`config.mk`:
```
export PLATFORM = sky130hd
export DESIGN_NAME = mfc_unit
export DESIGN_NICKNAME = d
export VERILOG_FILES = /design/src/mfc_pkg.sv /design/src/mfc_unit.sv
export VERILOG_INCLUDE_DIRS = /design/src
export SDC_FILE = /design/constraint.sdc
export NUM_CORES = 1
export LEC_CHECK = 0
export BUFFER_PORTS_ARGS = -buffer_cell sky130_fd_sc_hd__buf_2
export CORE_ASPECT_RATIO = 1.4
export CORE_MARGIN = 2
export CORE_UTILIZATION = 45
export DETAILED_ROUTE_END_ITERATION = 10
export PLACE_DENSITY = 0.64
export SYNTH_ARGS = -nofsm -noshare
export SYNTH_HDL_FRONTEND = slang
export SYNTH_SLANG_ARGS = --single-unit
```
`constraint.sdc`:
```
create_clock -name clk_sys_i -period 3.3 [get_ports clk_sys_i]
set_clock_uncertainty 0.1 [all_clocks]
set_input_delay 0.33 -clock clk_sys_i [delete_from_list [all_inputs] [get_ports clk_sys_i]]
set_output_delay 0.33 -clock clk_sys_i [all_outputs]
set_load 0.05 [all_outputs]
```
`src/mfc_regs.svh`:
```
// Constants of the memory-management fault and control unit.
// Assumes big-endian bit numbering in the architecture, mapped here to [31:0].
`ifndef MFC_REGS_SVH
`define MFC_REGS_SVH
// Fault status bit positions (architected bit n sits at 31-n).
`define MFC_DFS_DS_ERR 31
`define MFC_DFS_RESV 26
`define MFC_DFS_EXT_CTL 20
// Direct-store select bit of a segment descriptor.
`define MFC_SEG_T 31
// Data cache lock bits of the configuration word.
`define MFC_CFG_LOCK_A 13
`define MFC_CFG_LOCK_B 12
// Segment index field of an address or indirect source.
`define MFC_SEG_HI 31
`define MFC_SEG_LO 28
// Congruence class index field of the effective address.
`define MFC_CC_HI 17
`define MFC_CC_LO 12
`define MFC_CC_W 6
`define MFC_SEG_RST 32'h0000_0000
`define MFC_DFS_RST 32'h0000_0000
`endif

```
`src/mfc_pkg.sv`:
```
// Types of the memory-management fault and control unit.
// Assumes the includer also reads mfc_regs.svh for numeric constants.
package mfc_pkg;
   typedef enum logic [4:0] {
      OP_NONE, OP_LOAD, OP_STORE, OP_FP_LOAD, OP_FP_STORE, OP_LOAD_RESERVE,
      OP_STORE_COND, OP_EXT_IN, OP_EXT_OUT, OP_MULTI_STRING, OP_ZERO_BLOCK,
      OP_MTSR, OP_MTSRIN, OP_MFSR, OP_MFSRIN, OP_TLB_INVAL, OP_TLB_SYNC,
      OP_TLB_INVAL_ALL
   } mfc_op_t;
   typedef enum logic [1:0] {BUS_IDLE, BUS_INVAL, BUS_SYNC} mfc_bus_t;
   typedef enum logic [1:0] {ST_IDLE, ST_BUS_WAIT, ST_BUS_DONE} mfc_st_t;
endpackage

```
`src/mfc_unit.sv`:
```
// Function
// - Translation off allows only alignment and direct-store error data faults.
// - Zero-block to write-through or inhibited with translation on faults alignment.
// - Zero-block with data cache locked faults alignment.
// - Reservation to write-through gives storage fault bit5.
// - Reservation or external I/O to direct-store: bit5.
// - Floating-point access to direct-store faults alignment.
// - Direct-store protocol error gives storage fault bit0.
// - External I/O with access disabled: bit11.
// - Multiple or string in little-endian faults alignment.
// - Misaligned load, store, floating-point or reservation operand with translation on faults alignment.
// - Invalidate-all traps as illegal; others supported.
// - Move-to-segment writes direct or indirect index.
// - Move-from-segment reads direct or indirect index.
// - Entry invalidate clears class locally and broadcasts.
// - Sync is a distinct bus transaction; snoopers synchronise.
// - Segment type bit selects direct-store access path.
// - Sixteen 32-bit segment registers.
// Memory-management fault detector, segment registers and TLB bus operations.
// Assumes one instruction per req_valid_i cycle from the core; bus and error pins are asynchronous.
`timescale 1ns/1ps
`include "mfc_regs.svh"
module mfc_unit (
   input wire logic clk_sys_i,
   input wire logic rst_i,
   input wire logic req_valid_i,
   input wire mfc_pkg::mfc_op_t req_op_i,
   input wire logic [31:0] req_ea_i,
   input wire logic [1:0] req_size_i,
   input wire logic [31:0] req_rs_i,
   input wire logic [31:0] req_rb_i,
   input wire logic [3:0] req_sr_i,
   input wire logic attr_wt_i,
   input wire logic attr_ci_i,
   input wire logic data_translate_enable_i,
   input wire logic little_endian_mode_i,
   input wire logic ext_access_enable_i,
   input wire logic [31:0] hw_impl_config_i,
   input wire logic ds_err_i,
   input wire logic bus_gnt_i,
   input wire logic snoop_inv_i,
   input wire logic snoop_sync_i,
   input wire logic [31:0] snoop_addr_i,
   output logic req_ready_o,
   output logic align_exc_o,
   output logic dsi_exc_o,
   output logic [31:0] data_fault_status_o,
   output logic illegal_o,
   output logic rd_valid_o,
   output logic [31:0] rd_data_o,
   output logic mem_ok_o,
   output logic ds_access_o,
   output logic tlb_inval_o,
   output logic [5:0] tlb_inval_idx_o,
   output logic snoop_sync_o,
   output logic bus_req_o,
   output mfc_pkg::mfc_bus_t bus_cmd_o,
   output logic [31:0] bus_addr_o
);
   // Pin synchroniser bit order: ds error, grant, snoop invalidate, snoop sync.
   typedef struct packed {
      mfc_pkg::mfc_st_t st;
      logic [15:0][31:0] seg;
      logic [3:0] sa;
      logic [3:0] sb;
      logic [3:0] sc;
      logic [31:0] saddr_a;
      logic [31:0] saddr_b;
      logic ready;
      logic align;
      logic dsi;
      logic [31:0] dfs;
      logic illegal;
      logic rd_valid;
      logic [31:0] rd_data;
      logic mem_ok;
      logic ds_acc;
      logic inval;
      logic [5:0] inval_idx;
      logic ssync;
      logic bus_req;
      mfc_pkg::mfc_bus_t bus_cmd;
      logic [31:0] bus_addr;
   } mfc_state_t;

   mfc_state_t s_ff;
   mfc_state_t nxt_s;

   logic take;
   logic dte;
   logic seg_t;
   logic lock;
   logic misal;
   logic ds_ev;
   logic inv_ev;
   logic [31:0] sel_val;
   logic [3:0] sel_idx;
   logic mem_op;
   logic fp_op;
   logic resv_op;
   logic ext_op;
   logic f_align;
   logic f_dsi;
   logic [31:0] f_dfs;

   assign take = req_valid_i && s_ff.ready;
   assign dte = data_translate_enable_i;
   assign ds_ev = s_ff.sb[0] && !s_ff.sc[0];
   assign inv_ev = s_ff.sb[2] && !s_ff.sc[2];
   assign lock = hw_impl_config_i[`MFC_CFG_LOCK_A] && hw_impl_config_i[`MFC_CFG_LOCK_B];
   assign seg_t = s_ff.seg[req_ea_i[`MFC_SEG_HI:`MFC_SEG_LO]][`MFC_SEG_T];
   assign fp_op = req_op_i inside {mfc_pkg::OP_FP_LOAD, mfc_pkg::OP_FP_STORE};
   assign resv_op = req_op_i inside {mfc_pkg::OP_LOAD_RESERVE, mfc_pkg::OP_STORE_COND};
   assign ext_op = req_op_i inside {mfc_pkg::OP_EXT_IN, mfc_pkg::OP_EXT_OUT};
   assign mem_op = fp_op || resv_op || ext_op || req_op_i inside {mfc_pkg::OP_LOAD,
      mfc_pkg::OP_STORE, mfc_pkg::OP_MULTI_STRING, mfc_pkg::OP_ZERO_BLOCK};
   // Natural alignment is the chosen misalignment policy for sized operands.
   assign misal = (req_ea_i[2:0] & ((3'h1 << req_size_i) - 3'h1)) != 3'h0;
   assign sel_idx = (req_op_i inside {mfc_pkg::OP_MTSRIN, mfc_pkg::OP_MFSRIN}) ?
      req_rb_i[`MFC_SEG_HI:`MFC_SEG_LO] : req_sr_i;
   assign sel_val = s_ff.seg[sel_idx];

   // Fault classification; alignment outranks storage so one exception is raised.
   always_comb begin
      f_align = 1'b0;
      f_dsi = 1'b0;
      f_dfs = 32'h0000_0000;
      if (req_op_i == mfc_pkg::OP_ZERO_BLOCK && (lock || (dte && (attr_wt_i || attr_ci_i)))) begin
         f_align = 1'b1;
      end
      if (req_op_i == mfc_pkg::OP_MULTI_STRING && little_endian_mode_i) begin
         f_align = 1'b1;
      end
      if (dte && fp_op && seg_t) begin
         f_align = 1'b1;
      end
      if (dte && (fp_op || resv_op || req_op_i inside {mfc_pkg::OP_LOAD,
            mfc_pkg::OP_STORE}) && misal) begin
         f_align = 1'b1;
      end
      // Storage checks exist only with translation on.
      if (dte && !f_align) begin
         if ((resv_op && (attr_wt_i || seg_t)) || (ext_op && seg_t)) begin
            f_dsi = 1'b1;
            f_dfs[`MFC_DFS_RESV] = 1'b1;
         end
         if (ext_op && !ext_access_enable_i) begin
            f_dsi = 1'b1;
            f_dfs[`MFC_DFS_EXT_CTL] = 1'b1;
         end
      end
   end

   always_comb begin
      nxt_s = s_ff;
      nxt_s.sa = {snoop_sync_i, snoop_inv_i, bus_gnt_i, ds_err_i};
      nxt_s.sb = s_ff.sa;
      nxt_s.sc = s_ff.sb;
      nxt_s.saddr_a = snoop_addr_i;
      nxt_s.saddr_b = s_ff.saddr_a;
      nxt_s.align = 1'b0;
      nxt_s.dsi = 1'b0;
      nxt_s.illegal = 1'b0;
      nxt_s.rd_valid = 1'b0;
      nxt_s.mem_ok = 1'b0;
      nxt_s.ds_acc = 1'b0;
      nxt_s.inval = 1'b0;
      nxt_s.ssync = s_ff.sb[3] && !s_ff.sc[3];
      if (ds_ev) begin
         nxt_s.dsi = 1'b1;
         nxt_s.dfs = 32'h0000_0000;
         nxt_s.dfs[`MFC_DFS_DS_ERR] = 1'b1;
      end
      if (take) begin
         case (req_op_i)
            mfc_pkg::OP_MTSR, mfc_pkg::OP_MTSRIN: begin
               nxt_s.seg[sel_idx] = req_rs_i;
            end
            mfc_pkg::OP_MFSR, mfc_pkg::OP_MFSRIN: begin
               nxt_s.rd_valid = 1'b1;
               nxt_s.rd_data = sel_val;
            end
            mfc_pkg::OP_TLB_INVAL: begin
               nxt_s.inval = 1'b1;
               nxt_s.inval_idx = req_ea_i[`MFC_CC_HI:`MFC_CC_LO];
               nxt_s.bus_req = 1'b1;
               nxt_s.bus_cmd = mfc_pkg::BUS_INVAL;
               nxt_s.bus_addr = req_ea_i;
               nxt_s.ready = 1'b0;
               nxt_s.st = mfc_pkg::ST_BUS_WAIT;
            end
            mfc_pkg::OP_TLB_SYNC: begin
               nxt_s.bus_req = 1'b1;
               nxt_s.bus_cmd = mfc_pkg::BUS_SYNC;
               nxt_s.bus_addr = 32'h0000_0000;
               nxt_s.ready = 1'b0;
               nxt_s.st = mfc_pkg::ST_BUS_WAIT;
            end
            mfc_pkg::OP_TLB_INVAL_ALL: begin
               nxt_s.illegal = 1'b1;
            end
            default: begin
               if (mem_op) begin
                  nxt_s.align = f_align;
                  nxt_s.dsi = f_dsi || ds_ev;
                  if (f_dsi) begin
                     nxt_s.dfs = f_dfs | (ds_ev ? nxt_s.dfs : 32'h0000_0000);
                  end
                  nxt_s.mem_ok = !f_align && !f_dsi;
                  nxt_s.ds_acc = !f_align && !f_dsi && dte && seg_t;
               end
            end
         endcase
      end
      // A local invalidate wins the cycle; the snooped one stays pending one more cycle.
      if (inv_ev) begin
         if (take && req_op_i == mfc_pkg::OP_TLB_INVAL) begin
            nxt_s.sc[2] = 1'b0;
         end else begin
            nxt_s.inval = 1'b1;
            nxt_s.inval_idx = s_ff.saddr_b[`MFC_CC_HI:`MFC_CC_LO];
         end
      end
      case (s_ff.st)
         mfc_pkg::ST_IDLE: begin
         end
         mfc_pkg::ST_BUS_WAIT: begin
            if (s_ff.sb[1]) begin
               nxt_s.bus_req = 1'b0;
               nxt_s.bus_cmd = mfc_pkg::BUS_IDLE;
               nxt_s.st = mfc_pkg::ST_BUS_DONE;
            end
         end
         mfc_pkg::ST_BUS_DONE: begin
            // Wait for the grant to fall so one grant never ends two operations.
            if (!s_ff.sb[1]) begin
               nxt_s.ready = 1'b1;
               nxt_s.st = mfc_pkg::ST_IDLE;
            end
         end
         default: begin
            nxt_s.st = mfc_pkg::ST_IDLE;
         end
      endcase
   end

   always_ff @(posedge clk_sys_i) begin
      if (rst_i) begin
         s_ff <= '0;
         s_ff.st <= mfc_pkg::ST_IDLE;
         s_ff.seg <= {16{`MFC_SEG_RST}};
         s_ff.dfs <= `MFC_DFS_RST;
         s_ff.ready <= 1'b1;
         s_ff.bus_cmd <= mfc_pkg::BUS_IDLE;
      end else begin
         s_ff <= nxt_s;
      end
   end

   assign req_ready_o = s_ff.ready;
   assign align_exc_o = s_ff.align;
   assign dsi_exc_o = s_ff.dsi;
   assign data_fault_status_o = s_ff.dfs;
   assign illegal_o = s_ff.illegal;
   assign rd_valid_o = s_ff.rd_valid;
   assign rd_data_o = s_ff.rd_data;
   assign mem_ok_o = s_ff.mem_ok;
   assign ds_access_o = s_ff.ds_acc;
   assign tlb_inval_o = s_ff.inval;
   assign tlb_inval_idx_o = s_ff.inval_idx;
   assign snoop_sync_o = s_ff.ssync;
   assign bus_req_o = s_ff.bus_req;
   assign bus_cmd_o = s_ff.bus_cmd;
   assign bus_addr_o = s_ff.bus_addr;
endmodule

```
## Word level (Yosys, flattened, before mapping)

Index checks and enable logic that the tools add are counted.

- Add/subtract/negate cells: 1
- Reductions and logical operators: 54
- Mux-type cells: 46
- Shift-type cells: 1
- Eq/ne operators: 19
- Magnitude comparators: 3
- Bitwise operators: 4

Operators with widths:

| cell | count |
|---|---|
| 514-bit two-way mux | 1 |
| 512-bit bitwise mux | 1 |
| 512-bit two-way mux | 1 |
| 32-bit binary-select mux with 4-bit select | 2 |
| 32-bit two-way mux | 5 |
| 32-bit demux with 4-bit select | 1 |
| 78-bit two-way mux | 1 |
| 35-bit case mux with 2 select lines | 1 |
| 34-bit two-way mux | 2 |
| 33-bit two-way mux | 2 |
| 5-bit by 4-bit == test with 1-bit output (second input constant) | 8 |
| 35-bit two-way mux | 1 |
| 27-bit by 32-bit bitwise OR with 32-bit output | 1 |
| 1-bit logical AND | 21 |
| 7-bit two-way mux | 3 |
| 5-bit by 3-bit == test with 1-bit output (second input constant) | 4 |
| 1-bit two-way mux | 16 |
| 2-bit nonzero test | 6 |
| 5-bit by 2-bit == test with 1-bit output (second input constant) | 2 |
| 5-bit == test (second input constant) | 2 |
| 4-bit by 5-bit < comparator with 1-bit output (second input constant) | 2 |
| 2-bit two-way mux | 5 |
| 10-bit OR reduction | 1 |
| 1-bit logical OR | 9 |
| other kinds (18) | 30 |

- Bits of input ports: 183
- Register bits: 676
- Output and inout bits: 114
- Logic and storage cells: 165

## Longest topological paths before layout

Gate-level depths: netlist (run 1).

- Depth after elaboration: 20
- Mapped depth: 12
- Mapped depth without buffers: 6

## Worst setup path before layout (run 1)

No wires, ideal clock.

- Kind: flip-flop to flip-flop
- From: reg s_ff, in the netlist req_ready_o
- To: reg s_ff, in the netlist data_fault_status_o[19]
- Arrival: 2332 ps
- Path slack: 753 ps
- Setup time: 115 ps
- Path buffers: 2
- Required time: 3085 ps
- Stages on the path, launching flop included: 9
- Period minus slack after synthesis: 2547 ps
- Path through: dfxtp_1 nand2_1 a2111oi_4 o211ai_1 a2111oi_4 nor3_2 buf_6 buf_6 and2_1

- Word-level cells in the longest chain between the ends: 2

RTL lines:

| item | line | text |
|---|---|---|
| start, declared | mfc_unit.sv:86 | `mfc_state_t s_ff;` |
| start signal, assigned | mfc_unit.sv:256 | `s_ff <= nxt_s;` |
| 1-bit logical AND | mfc_unit.sv:106 | `assign take = req_valid_i && s_ff.ready;` |
| 78-bit two-way mux | mfc_unit.sv:174 | `if (take) begin` |

Every way passes these cells.
A chain may end at the register's enable or synchronous reset.

## Worst setup path after layout (run 1)

- From: in req_ea_i[28]
- To: reg s_ff, in the netlist ds_access_o

- Word-level cells in the longest chain between the ends: 12
- Elaborated cells between the ends (all ways): 18
- Classes of those cells: mux: 7; reduce/logical: 11

RTL lines:

| item | line | text |
|---|---|---|
| start, declared | mfc_unit.sv:28 | `input wire logic [31:0] req_ea_i,` |
| 32-bit binary-select mux with 4-bit select * | mfc_unit.sv:111 | `` assign seg_t = s_ff.seg[req_ea_i[`MFC_SEG_HI:`MFC_SEG_LO]][`MFC_SEG_T]; `` |
| 32-bit two-way mux * | mfc_unit.sv:111 |  |
| 1-bit logical OR or 1-bit logical AND (tied branches) | mfc_unit.sv:143, mfc_unit.sv:134 |  |
| 1-bit logical AND or 1-bit two-way mux (tied branches) | mfc_unit.sv:143, mfc_unit.sv:134 |  |
| 1-bit logical OR or 1-bit two-way mux (tied branches) | mfc_unit.sv:143, mfc_unit.sv:137 |  |
| 1-bit two-way mux or 1-bit logical NOT (tied branches) | mfc_unit.sv:143, mfc_unit.sv:142, mfc_unit.sv:210 |  |
| 1-bit two-way mux or 1-bit logical AND (tied branches) | mfc_unit.sv:147, mfc_unit.sv:142 |  |
| 1-bit two-way mux | mfc_unit.sv:142 | `if (dte && !f_align) begin` |
| 1-bit logical NOT | mfc_unit.sv:210 | `nxt_s.ds_acc = !f_align && !f_dsi && dte && seg_t;` |
| 1-bit logical AND (2 in a row) | mfc_unit.sv:210 |  |
| 1-bit logical AND * | mfc_unit.sv:210 |  |

Mark *: on every way between the ends. The rest lies on a longest branch, timed or not. The select of a mux whose other input is x is not followed.

==> flow_metrics.py, run 1 <==
metrics = {
    "logic_synthesis": {
        "synth_fp_nets": 3435,
        "synthTopCellsByArea": "dfxtp_1, nand2_1, a21oi_1, mux2i_1, mux4_2",
        "synth_top_area_share_pct": 46.8,
        "ys_warn_count": 0,
        "syn_area_sq_mm": 0.0279,
        "yosys.area.top_type": "dfxtp_1",
        "ys_ff_latch": 651,
        "synth_edf_count": 0,
        "avgSynthCellArea_sq_um": 8.56,
        "ys_types": 57,
        "ys.flop_type": "dfxtp_1",
        "async_flop_share_pct": 0,
        "synth_seq_area_share_pct": 46.8,
        "synth_cells": 3252,
    },
    "cts": {
        "cts_max_level": 2,
        "post-cts-setup-buffers": 0,
        "clkLatencyLatePin_ns": 0.64,
        "cts.clk_slew.worst_paths_ns": 0.07,
        "clockRootBuffer": "clkbuf_16",
        "cts_tree": "yes",
        "cts_buffers": 59,
        "clockBufferDepth": 3,
        "clkSinkCount": 651,
    },
    "timing": {
        "hold_ws_ns": 0.0732,
        "setup-violations-final": 0,
        "drv_slew": 0,
        "fmax_mhz": 340,
        "worstMarginPinSlew_ns": 0.956,
        "finalHoldViolCount": 0,
        "rsz0062_at_grt": "no",
        "post-route-min-period_ns": 2.94,
        "tns_ns": 0,
        "fin_crit_sh_pct": 89.2,
        "max-slew-margin-rel_pct": 34.6,
    },
    "worst_setup_path": {
        "slowest_delay_ns": 0.56,
        "arrival_ns": 3.42,
        "required_ns": 3.78,
        "ff2ff_setup_slack_ns": 0.55,
        "timing.rr.end": "ds_access_o$_SDFF_PP0_",
        "rr_worst_depth": 7,
        "worstPathCellList": "dlygate4sd3_1 > buf_2 > mux4_2 > mux2i_1 > o2bb2ai_4 > a21oi_1 > or3b_2 > nor3_1 > dlygate4sd3_1",
        "crit_path_end_kind": "flop",
        "cpMostUsedCell": "dlygate4sd3_1",
        "crit_family": "buffers and inverters",
        "critical_path.slowest_cell": "dlygate4sd3_1",
        "cp_max_fo": 5,
        "critPathLaunchType": "primary input",
        "worst-setup-path-type": "primary input to flop",
        "path_buf_inv": 3,
    },
    "status": {
        "outcome": "complete, no violations",
    },
    "die": {
        "core_sq_mm": 0.0610,
        "num_rows": 107,
        "dieArea_sq_mm": 0.0639,
        "fp.dieH_um": 298,
        "start_util_pct": 45.6,
        "io-pin-count": 297,
        "dieWidth_um": 214,
    },
    "global_route": {
        "grt_overflow": 0,
        "antenna_found_initial": 3,
        "grt_max_degree": 127,
        "grt_usage_pct": 25.9,
        "grt_pass1_wl_um": 130000,
        "grt_pass1_vias": 21879,
    },
    "hold_path": {
        "hold_end": "illegal_o$_SDFF_PP0_",
        "hold_depth": 3,
        "hold_path_startpoint": "req_op_i[2]",
        "hp-class": "primary input to flop",
    },
    "route": {
        "drtIter0Drc": 2238,
        "ant_nets": 0,
        "finalWirelength_um": 85000,
        "firstDrtPassIters": 5,
        "drcViolationCount": 0,
        "routed-via-count": 23145,
        "routed_via_density": 5.53,
        "wl_per_cell_um": 20.3,
    },
    "pwr": {
        "p_per_area_mw_per_mm2": 503,
        "ir_worst_vdd_mv": 0.439,
        "p_leak_uw": 0.0126,
    },
    "place": {
        "gp_congestion": 0.812,
        "numPortBuffers": 212,
        "dp_hpwl_um": 51200,
    },
    "finish": {
        "drive_gt1_share_pct": 15.1,
        "fill_cells": 5728,
        "final_nets": 3497,
        "area_delta_synth_final_pct": 14.8,
    },
    "flow_run": {
        "drv_cap": 0,
    },
}
## what timing repair did
action,4_1_cts,5_1_grt
hold buffers,77,0
hold endpoints to repair,338,0
gates resized for setup,0,0
## cell usage in the layout (no fill, tap or decap), drive strengths merged, types with 5 or more instances in the layout
cell type	count
dfxtp	651
mux2i	230
and2	39
nand3	110
nand2b	10
inv	6
nor3	27
mux4	46
clkbuf	87
mux2	13
a221o	25
nand2	781
o2111ai	9
nor2	247
clkinv	12
nor4bb	6
nor2b	29
a21oi	465
nor3b	7
a22oi	48
a211oi	12
buf	318
o21ai	6
o2bb2ai	33
dlygate4sd3	77
nand3b	5
a311oi	24
## layout make-up
| class | instances | area [sq um] | area share, % |
|---|---|---|---|
| Antenna cell | 2 | 5.00 | 0.0157 |
| Clock buffer | 87 | 1770 | 5.54 |
| Clock inverter | 24 | 251 | 0.787 |
| Inverter | 2 | 7.51 | 0.0235 |
| Multi-Input combinational cell | 2205 | 12800 | 40.0 |
| Sequential cell | 651 | 13000 | 40.8 |
| Tap cell | 817 | 1020 | 3.20 |
| Timing Repair Buffer | 395 | 3100 | 9.70 |
## how the worst max path moves through the flow
stage | start | end | slack [ns] | depth (start not counted)
6_report | req_ea_i[28] | ds_access_o$_SDFF_PP0_ | 0.36 | 9
5_1_grt | req_ea_i[28] | ds_access_o$_SDFF_PP0_ | 0.23 | 9
4_1_cts | req_ea_i[28] | ds_access_o$_SDFF_PP0_ | 0.37 | 9
3_5_place_dp | req_op_i[2] | rd_data_o[17]$_SDFFE_PP0P_ | 0.30 | 9
3_3_place_gp | req_op_i[2] | rd_data_o[17]$_SDFFE_PP0P_ | 0.28 | 9
2_1_floorplan | req_ready_o$_SDFF_PP1_ | data_fault_status_o[19]$_SDFF_PP0_ | 0.75 | 8
## metrics by stage
step	total power (uW)	util [%]	cell area, sq um	cells	setup WS [ns]
detailed placement	9010	47.8	29200	3993	0.297
CTS	16200	52.4	32000	4181	0.368
finish	16100	52.4	32000	4183	0.356
floorplan	8650	-	27900	3252	0.753
global placement	9010	47.8	29200	3993	0.279
global route	16600	52.4	32000	4182	0.229
## metal layers
metal  vias to the layer above  share of wire, %  global-route usage, %
li1                      11053                 -                      -
met1                     10979                41                   32.6
met2                       898                48                   44.3
met3                       213               6.7                   3.52
met4                         2               4.3                   11.1
met5                         -             0.016                      0
## cells by family after synthesis
| group | synth area share (%) |
|---|---|
| xor+xnor | 0.0315 |
| compound gates | 13.8 |
| simple gates | 19.1 |
| mux | 12.6 |
| buf+inv | 7.66 |
| flops | 46.8 |
## worst register-to-register path, stage by stage (launching register included)
cell	delay, ns
dfxtp_1	0.33
mux4_2	0.47
mux2i_1	0.34
o2bb2ai_4	0.18
a21oi_1	0.08
or3b_2	0.48
nor3_1	0.16
dlygate4sd3_1	0.56
## power by group
| part | internal, uW | switching [uW] |
|---|---|---|
| clock network | 4040 | 3120 |
| registers | 7890 | 18.5 |
| logic | 315 | 694 |
## cells in the mapped netlist (25+ instances only)
master       n
dfxtp_1    651
buf_2       95
a221o_1     25
nor3_1      25
mux4_2      46
nand2_1    781
a22oi_1     48
mux2i_1    228
a21oi_1    464
buf_4      128
nor2_1     247
nand3_1    110
clkbuf_1   158
o2bb2ai_1   32
nor2b_1     29
and2_1      39
Note: power is estimated with default switching activity, not from simulation.
==> run 2, diff against run 1 <==
--- a/config.mk
+++ b/config.mk
@@ -12,6 +12,7 @@
 export CORE_UTILIZATION = 45
 export DETAILED_ROUTE_END_ITERATION = 10
 export PLACE_DENSITY = 0.64
+export RECOVER_POWER = 100
 export SYNTH_ARGS = -nofsm -noshare
 export SYNTH_HDL_FRONTEND = slang
 export SYNTH_SLANG_ARGS = --single-unit
==> flow_metrics.py, run 2 (synthesis gave the netlist of run 1 again) <==
metrics = {
    "status": {
        "outcome": "complete, but fails checks",
        "violations": "max-capacitance violations, max-slew violations",
    },
    "die": {
        "num_rows": 107,
        "fp.dieH_um": 298,
        "io-pin-count": 297,
        "start_util_pct": 45.6,
        "dieWidth_um": 214,
        "dieArea_sq_mm": 0.0639,
        "core_sq_mm": 0.0610,
    },
    "cts": {
        "cts_tree": "yes",
        "clockRootBuffer": "clkbuf_16",
        "clkSinkCount": 651,
        "post_cts_resized": 0,
        "post-cts-setup-buffers": 0,
        "cts.clk_slew.worst_paths_ns": 0.06,
        "ctsHoldBuffers": 77,
        "cts_max_level": 2,
        "clkLatencyLatePin_ns": 0.64,
        "cts_buffers": 59,
        "clockBufferDepth": 3,
    },
    "global_route": {
        "grt_pass1_vias": 21879,
        "grt_overflow": 0,
        "grt_pass1_wl_um": 130000,
        "grt_usage_pct": 25.9,
        "antenna_found_initial": 3,
        "grt_max_degree": 127,
    },
    "place": {
        "dp_hpwl_um": 51200,
        "place_area_sq_mm": 0.0292,
        "pre_cts_ws_ns": 0.297,
        "gp_congestion": 0.812,
        "numPortBuffers": 212,
    },
    "timing": {
        "worstMarginPinSlew_ns": 1.95,
        "drv_slew": 102,
        "fmax_mhz": 331,
        "tns_ns": 0,
        "finalWorstSetupSlack_ns": 0.276,
        "setup-violations-final": 0,
        "finalHoldViolCount": 0,
        "post-route-min-period_ns": 3.02,
        "rsz0062_at_grt": "no",
        "fin_crit_sh_pct": 91.6,
        "max-slew-margin-rel_pct": -30.3,
    },
    "pwr": {
        "p_sw_share_pct": 23.9,
        "pwr-share-comb_pct": 6.2,
        "p_sw_uw": 3830,
        "seq_power_share_pct": 49.2,
        "power_uw": 16100,
        "p_per_area_mw_per_mm2": 509,
        "p_leak_uw": 0.0119,
        "clkPwrFrac_pct": 44.6,
        "intPower_uw": 12200,
        "ir_worst_vdd_mv": 0.437,
    },
    "worst_setup_path": {
        "crit_path_end_kind": "flop",
        "worst-setup-path-type": "primary input to flop",
        "required_ns": 3.70,
        "rr_worst_depth": 7,
        "arrival_ns": 3.42,
        "critPathLaunchType": "primary input",
        "startpoint": "req_op_i[2]",
        "cp_max_fo": 23,
        "r2r_start": "req_ready_o$_SDFF_PP1_",
    },
    "finish": {
        "fill_cells": 5835,
        "design_area_sq_mm": 0.0316,
        "seq_area_sq_mm": 0.0130,
        "multiInputGateArea_sq_mm": 0.0127,
        "mostFrequentLayoutCells": "nand2_1, dfxtp_1, a21oi_1, nor2_1, mux2i_1",
        "final_common_cell": "nand2_1",
        "area_delta_synth_final_pct": 13.3,
        "drive_gt1_share_pct": 10.9,
        "final_nets": 3497,
    },
    "route": {
        "routed_via_density": 5.54,
        "drcViolationCount": 0,
        "firstDrtPassIters": 6,
        "drtIter0Drc": 2229,
        "routed-via-count": 23182,
        "ant_nets": 0,
        "finalWirelength_um": 85200,
        "wl_per_cell_um": 20.4,
    },
    "hold_path": {
        "hold_path_startpoint": "req_op_i[1]",
        "hold_depth": 3,
        "hp-class": "primary input to flop",
    },
    "flow_run": {
        "drv_cap": 2,
    },
}
## run 2: power by group through the flow
| stage | registers, uW | clock network [uW] | logic, uW |
|---|---|---|---|
| final | 7910 | 7160 | 992 |
| after detailed placement | 8090 | 0 | 926 |
| after global placement | 8090 | 0 | 925 |
| after CTS | 7910 | 7280 | 1000 |
| after global routing | 7910 | 7590 | 1040 |
| after floorplan | 8090 | 0 | 558 |
## run 2: final timing paths
check                                                     endpoint  slack (ns)
worst max register to register  data_fault_status_o[22]$_SDFF_PP0_        0.35
worst max-delay path                                          flop        0.28
worst min-delay path                          illegal_o$_SDFF_PP0_        0.11
worst min register to register             snoop_sync_o$_SDFF_PP0_        0.29
## run 2: critical path, cell delays in order
cell      delay, ns
clkbuf_1       0.38
nor4bb_4       0.43
buf_12         0.23
o21ai_0        0.14
clkbuf_2       0.35
nand2_2        0.17
clkbuf_1       0.99
mux2i_1        0.28
nor2_1         0.07
## run 2: layout make-up
cell class / count / share of cell area (%)
sequential: 651 / 41.3
clock inverter: 24 / 0.797
inverter: 2 / 0.0238
clock buffer: 87 / 5.61
tap: 817 / 3.24
multi-input combinational: 2205 / 40.3
antenna: 2 / 0.0159
timing repair buffer: 395 / 8.68
## run 2: per-stage QoR
stage	hold WS (ns)	utilization [%]	cells
finish	0.108	51.7	4183
global route	0.121	51.7	4182
CTS	0.0404	52.4	4181
detailed placement	0.276	47.8	3993
global placement	0.272	47.8	3993
floorplan	0.267	-	3252
## run 2: layer usage
layer | vias up | routed length [um] | track usage (%) | share of wire [%]
met5 | - | 14 | 0 | 0.016
met4 | 2 | 3560 | 11.1 | 4.2
met3 | 208 | 5520 | 3.52 | 6.5
met2 | 898 | 41300 | 44.3 | 48
met1 | 11029 | 34900 | 32.6 | 41
li1 | 11045 | - | - | -
==> run 3, diff against run 2 <==
==> constraint.sdc (replaced) <==
create_clock -name clk_sys_i -period 3.4 [get_ports clk_sys_i]
set_clock_uncertainty 0.1 [all_clocks]
set_input_delay 0.34 -clock clk_sys_i [delete_from_list [all_inputs] [get_ports clk_sys_i]]
set_output_delay 0.34 -clock clk_sys_i [all_outputs]
set_load 0.05 [all_outputs]
==> flow_metrics.py, run 3 (synthesis gave the netlist of run 1 again) <==
metrics = {
    "global_route": {
        "grt_pass1_vias": 21726,
        "grt_pass1_wl_um": 131000,
        "met2_usage_pct": 45.0,
        "grt_max_degree": 158,
        "antenna_found_initial": 2,
        "grt_busiest_layer": "met2",
        "grt_overflow": 0,
        "grt.met1_usage_pct": 32.8,
        "grt_usage_pct": 26.0,
        "grt_use_met3_pct": 3.65,
    },
    "cts": {
        "cts_tree": "yes",
        "clkSinkCount": 651,
        "cts_max_level": 2,
        "post_cts_resized": 0,
        "clockRootBuffer": "clkbuf_16",
        "clockBufferDepth": 3,
        "clkLatencyLatePin_ns": 0.64,
        "cts_buffers": 59,
        "cts.clk_slew.worst_paths_ns": 0.06,
    },
    "place": {
        "pre_cts_ws_ns": 0.336,
        "dp_hpwl_um": 51500,
        "place_area_sq_mm": 0.0291,
        "numPortBuffers": 212,
        "gp_congestion": 0.817,
    },
    "timing": {
        "setup-violations-final": 0,
        "tns_ns": 0,
        "post-route-min-period_ns": 2.96,
        "rsz0062_at_grt": "no",
        "fin_crit_sh_pct": 87.1,
        "fmax_mhz": 338,
        "finalWorstSetupSlack_ns": 0.440,
        "drv_slew": 0,
        "finalHoldViolCount": 0,
        "worstMarginPinSlew_ns": 1.36,
        "max-slew-margin-rel_pct": 9.08,
    },
    "pwr": {
        "intPower_uw": 11800,
        "seq_power_share_pct": 49.4,
        "pwr-share-comb_pct": 6.2,
        "p_sw_uw": 3700,
        "clkPwrFrac_pct": 44.4,
        "p_leak_uw": 0.0119,
        "p_per_area_mw_per_mm2": 494,
        "ir_worst_vdd_mv": 0.369,
        "p_sw_share_pct": 23.8,
    },
    "route": {
        "ant_nets": 0,
        "wl_per_cell_um": 20.6,
        "drtIter0Drc": 2274,
        "firstDrtPassIters": 7,
        "finalWirelength_um": 85900,
        "routed_via_density": 5.57,
        "drcViolationCount": 0,
        "routed-via-count": 23242,
    },
    "worst_setup_path": {
        "worst-setup-path-type": "primary input to flop",
        "cpMostUsedCell": "clkbuf_1",
        "rr_worst_depth": 7,
        "cp_max_fo": 23,
        "slowest_delay_ns": 0.78,
        "crit_path_end_kind": "flop",
        "critPathLaunchType": "primary input",
        "required_ns": 3.85,
        "arrival_ns": 3.41,
        "worstPathCellList": "clkbuf_1 > nor4bb_4 > buf_12 > mux2i_4 > clkbuf_1 > clkbuf_2 > a22oi_1 > a211oi_1",
        "critical_path.slowest_cell": "clkbuf_1",
    },
    "flow_run": {
        "drv_cap": 0,
    },
    "die": {
        "core_sq_mm": 0.0610,
        "num_rows": 107,
        "fp.dieH_um": 298,
        "dieArea_sq_mm": 0.0639,
        "dieWidth_um": 214,
        "start_util_pct": 45.6,
        "io-pin-count": 297,
    },
    "finish": {
        "final_common_cell": "nand2_1",
        "final_nets": 3490,
        "design_area_sq_mm": 0.0315,
        "utilization_pct": 51.6,
        "antennaDiodeCount": 0,
        "drive_gt1_share_pct": 10.7,
        "area_delta_synth_final_pct": 13.1,
        "mostFrequentLayoutCells": "nand2_1, dfxtp_1, a21oi_1, nor2_1, mux2i_1",
    },
    "hold_path": {
        "hold_depth": 3,
        "hp-class": "primary input to flop",
    },
    "status": {
        "outcome": "complete, no violations",
    },
}
-- run 3: cell count changes in the layout (fill, tap and decap cells not counted), moves of 3 or more --
| cell | previous run | this run |
|---|---|---|
| clkbuf_8 | 19 | 16 |
| buf_2 | 97 | 94 |
| clkbuf_4 | 4 | 0 |
| clkbuf_1 | 136 | 140 |
| and2_0 | 14 | 18 |
| and2_1 | 24 | 19 |
-- run 3: area by class of cell --
type	count	area, sq um
Inverter	2	7.51
Sequential cell	651	13000
Fill cell	5878	29600
Clock inverter	22	235
Multi-Input combinational cell	2205	12700
Clock buffer	89	1770
Tap cell	817	1020
Timing Repair Buffer	388	2710
-- run 3: metal layers --
| metal | vias up | routed length (um) | part of all wire, % |
|---|---|---|---|
| met5 | - | 24 | 0.028 |
| met4 | 4 | 3270 | 3.8 |
| met3 | 175 | 4920 | 5.7 |
| met2 | 793 | 42200 | 49 |
| met1 | 11233 | 35500 | 41 |
| li1 | 11037 | - | - |
-- run 3: timing repair --
| action | CTS | global route |
|---|---|---|
| hold endpoints to repair | 312 | 0 |
| buffers inserted | 0 | 0 |
| setup endpoints to repair | 0 | 0 |
| hold buffers | 76 | 0 |
-- run 3: path summary, 6_finish.rpt --
check	slack (ns)	to	startpoint
worst min register to register	0.28	snoop_sync_o$_SDFF_PP0_	s_ff[181]$_SDFF_PP0_
worst max-delay path	0.44	rd_data_o[31]$_SDFFE_PP0P_	req_op_i[0]
worst max register to register	0.62	flop	req_ready_o$_SDFF_PP1_
worst min-delay path	0.04	illegal_o$_SDFF_PP0_	req_op_i[4]
-- run 3: worst max-delay path, delay by kind of cell --
family / cells / cell delay (ns)
simple gates: 1 / 0.40
buf+inv: 4 / 1.74
mux: 1 / 0.51
compound gates: 2 / 0.39
-- run 3: power groups by stage --
stage | clock network [uW] | registers [uW] | logic (uW)
floorplan | 0 | 7850 | 542
global placement | 0 | 7850 | 895
detailed placement | 0 | 7850 | 895
CTS | 7020 | 7680 | 969
global route | 7280 | 7680 | 1010
finish | 6910 | 7680 | 961
-- run 3: metrics by stage --
stage / hold slack [ns] / total power [uW] / cells
after CTS: 0.0135 / 15700 / 4174
after detailed placement: 0.279 / 8750 / 3987
after global placement: 0.273 / 8740 / 3987
final: 0.0398 / 15500 / 4174
after floorplan: 0.267 / 8390 / 3252
after global routing: 0.0489 / 16000 / 4174
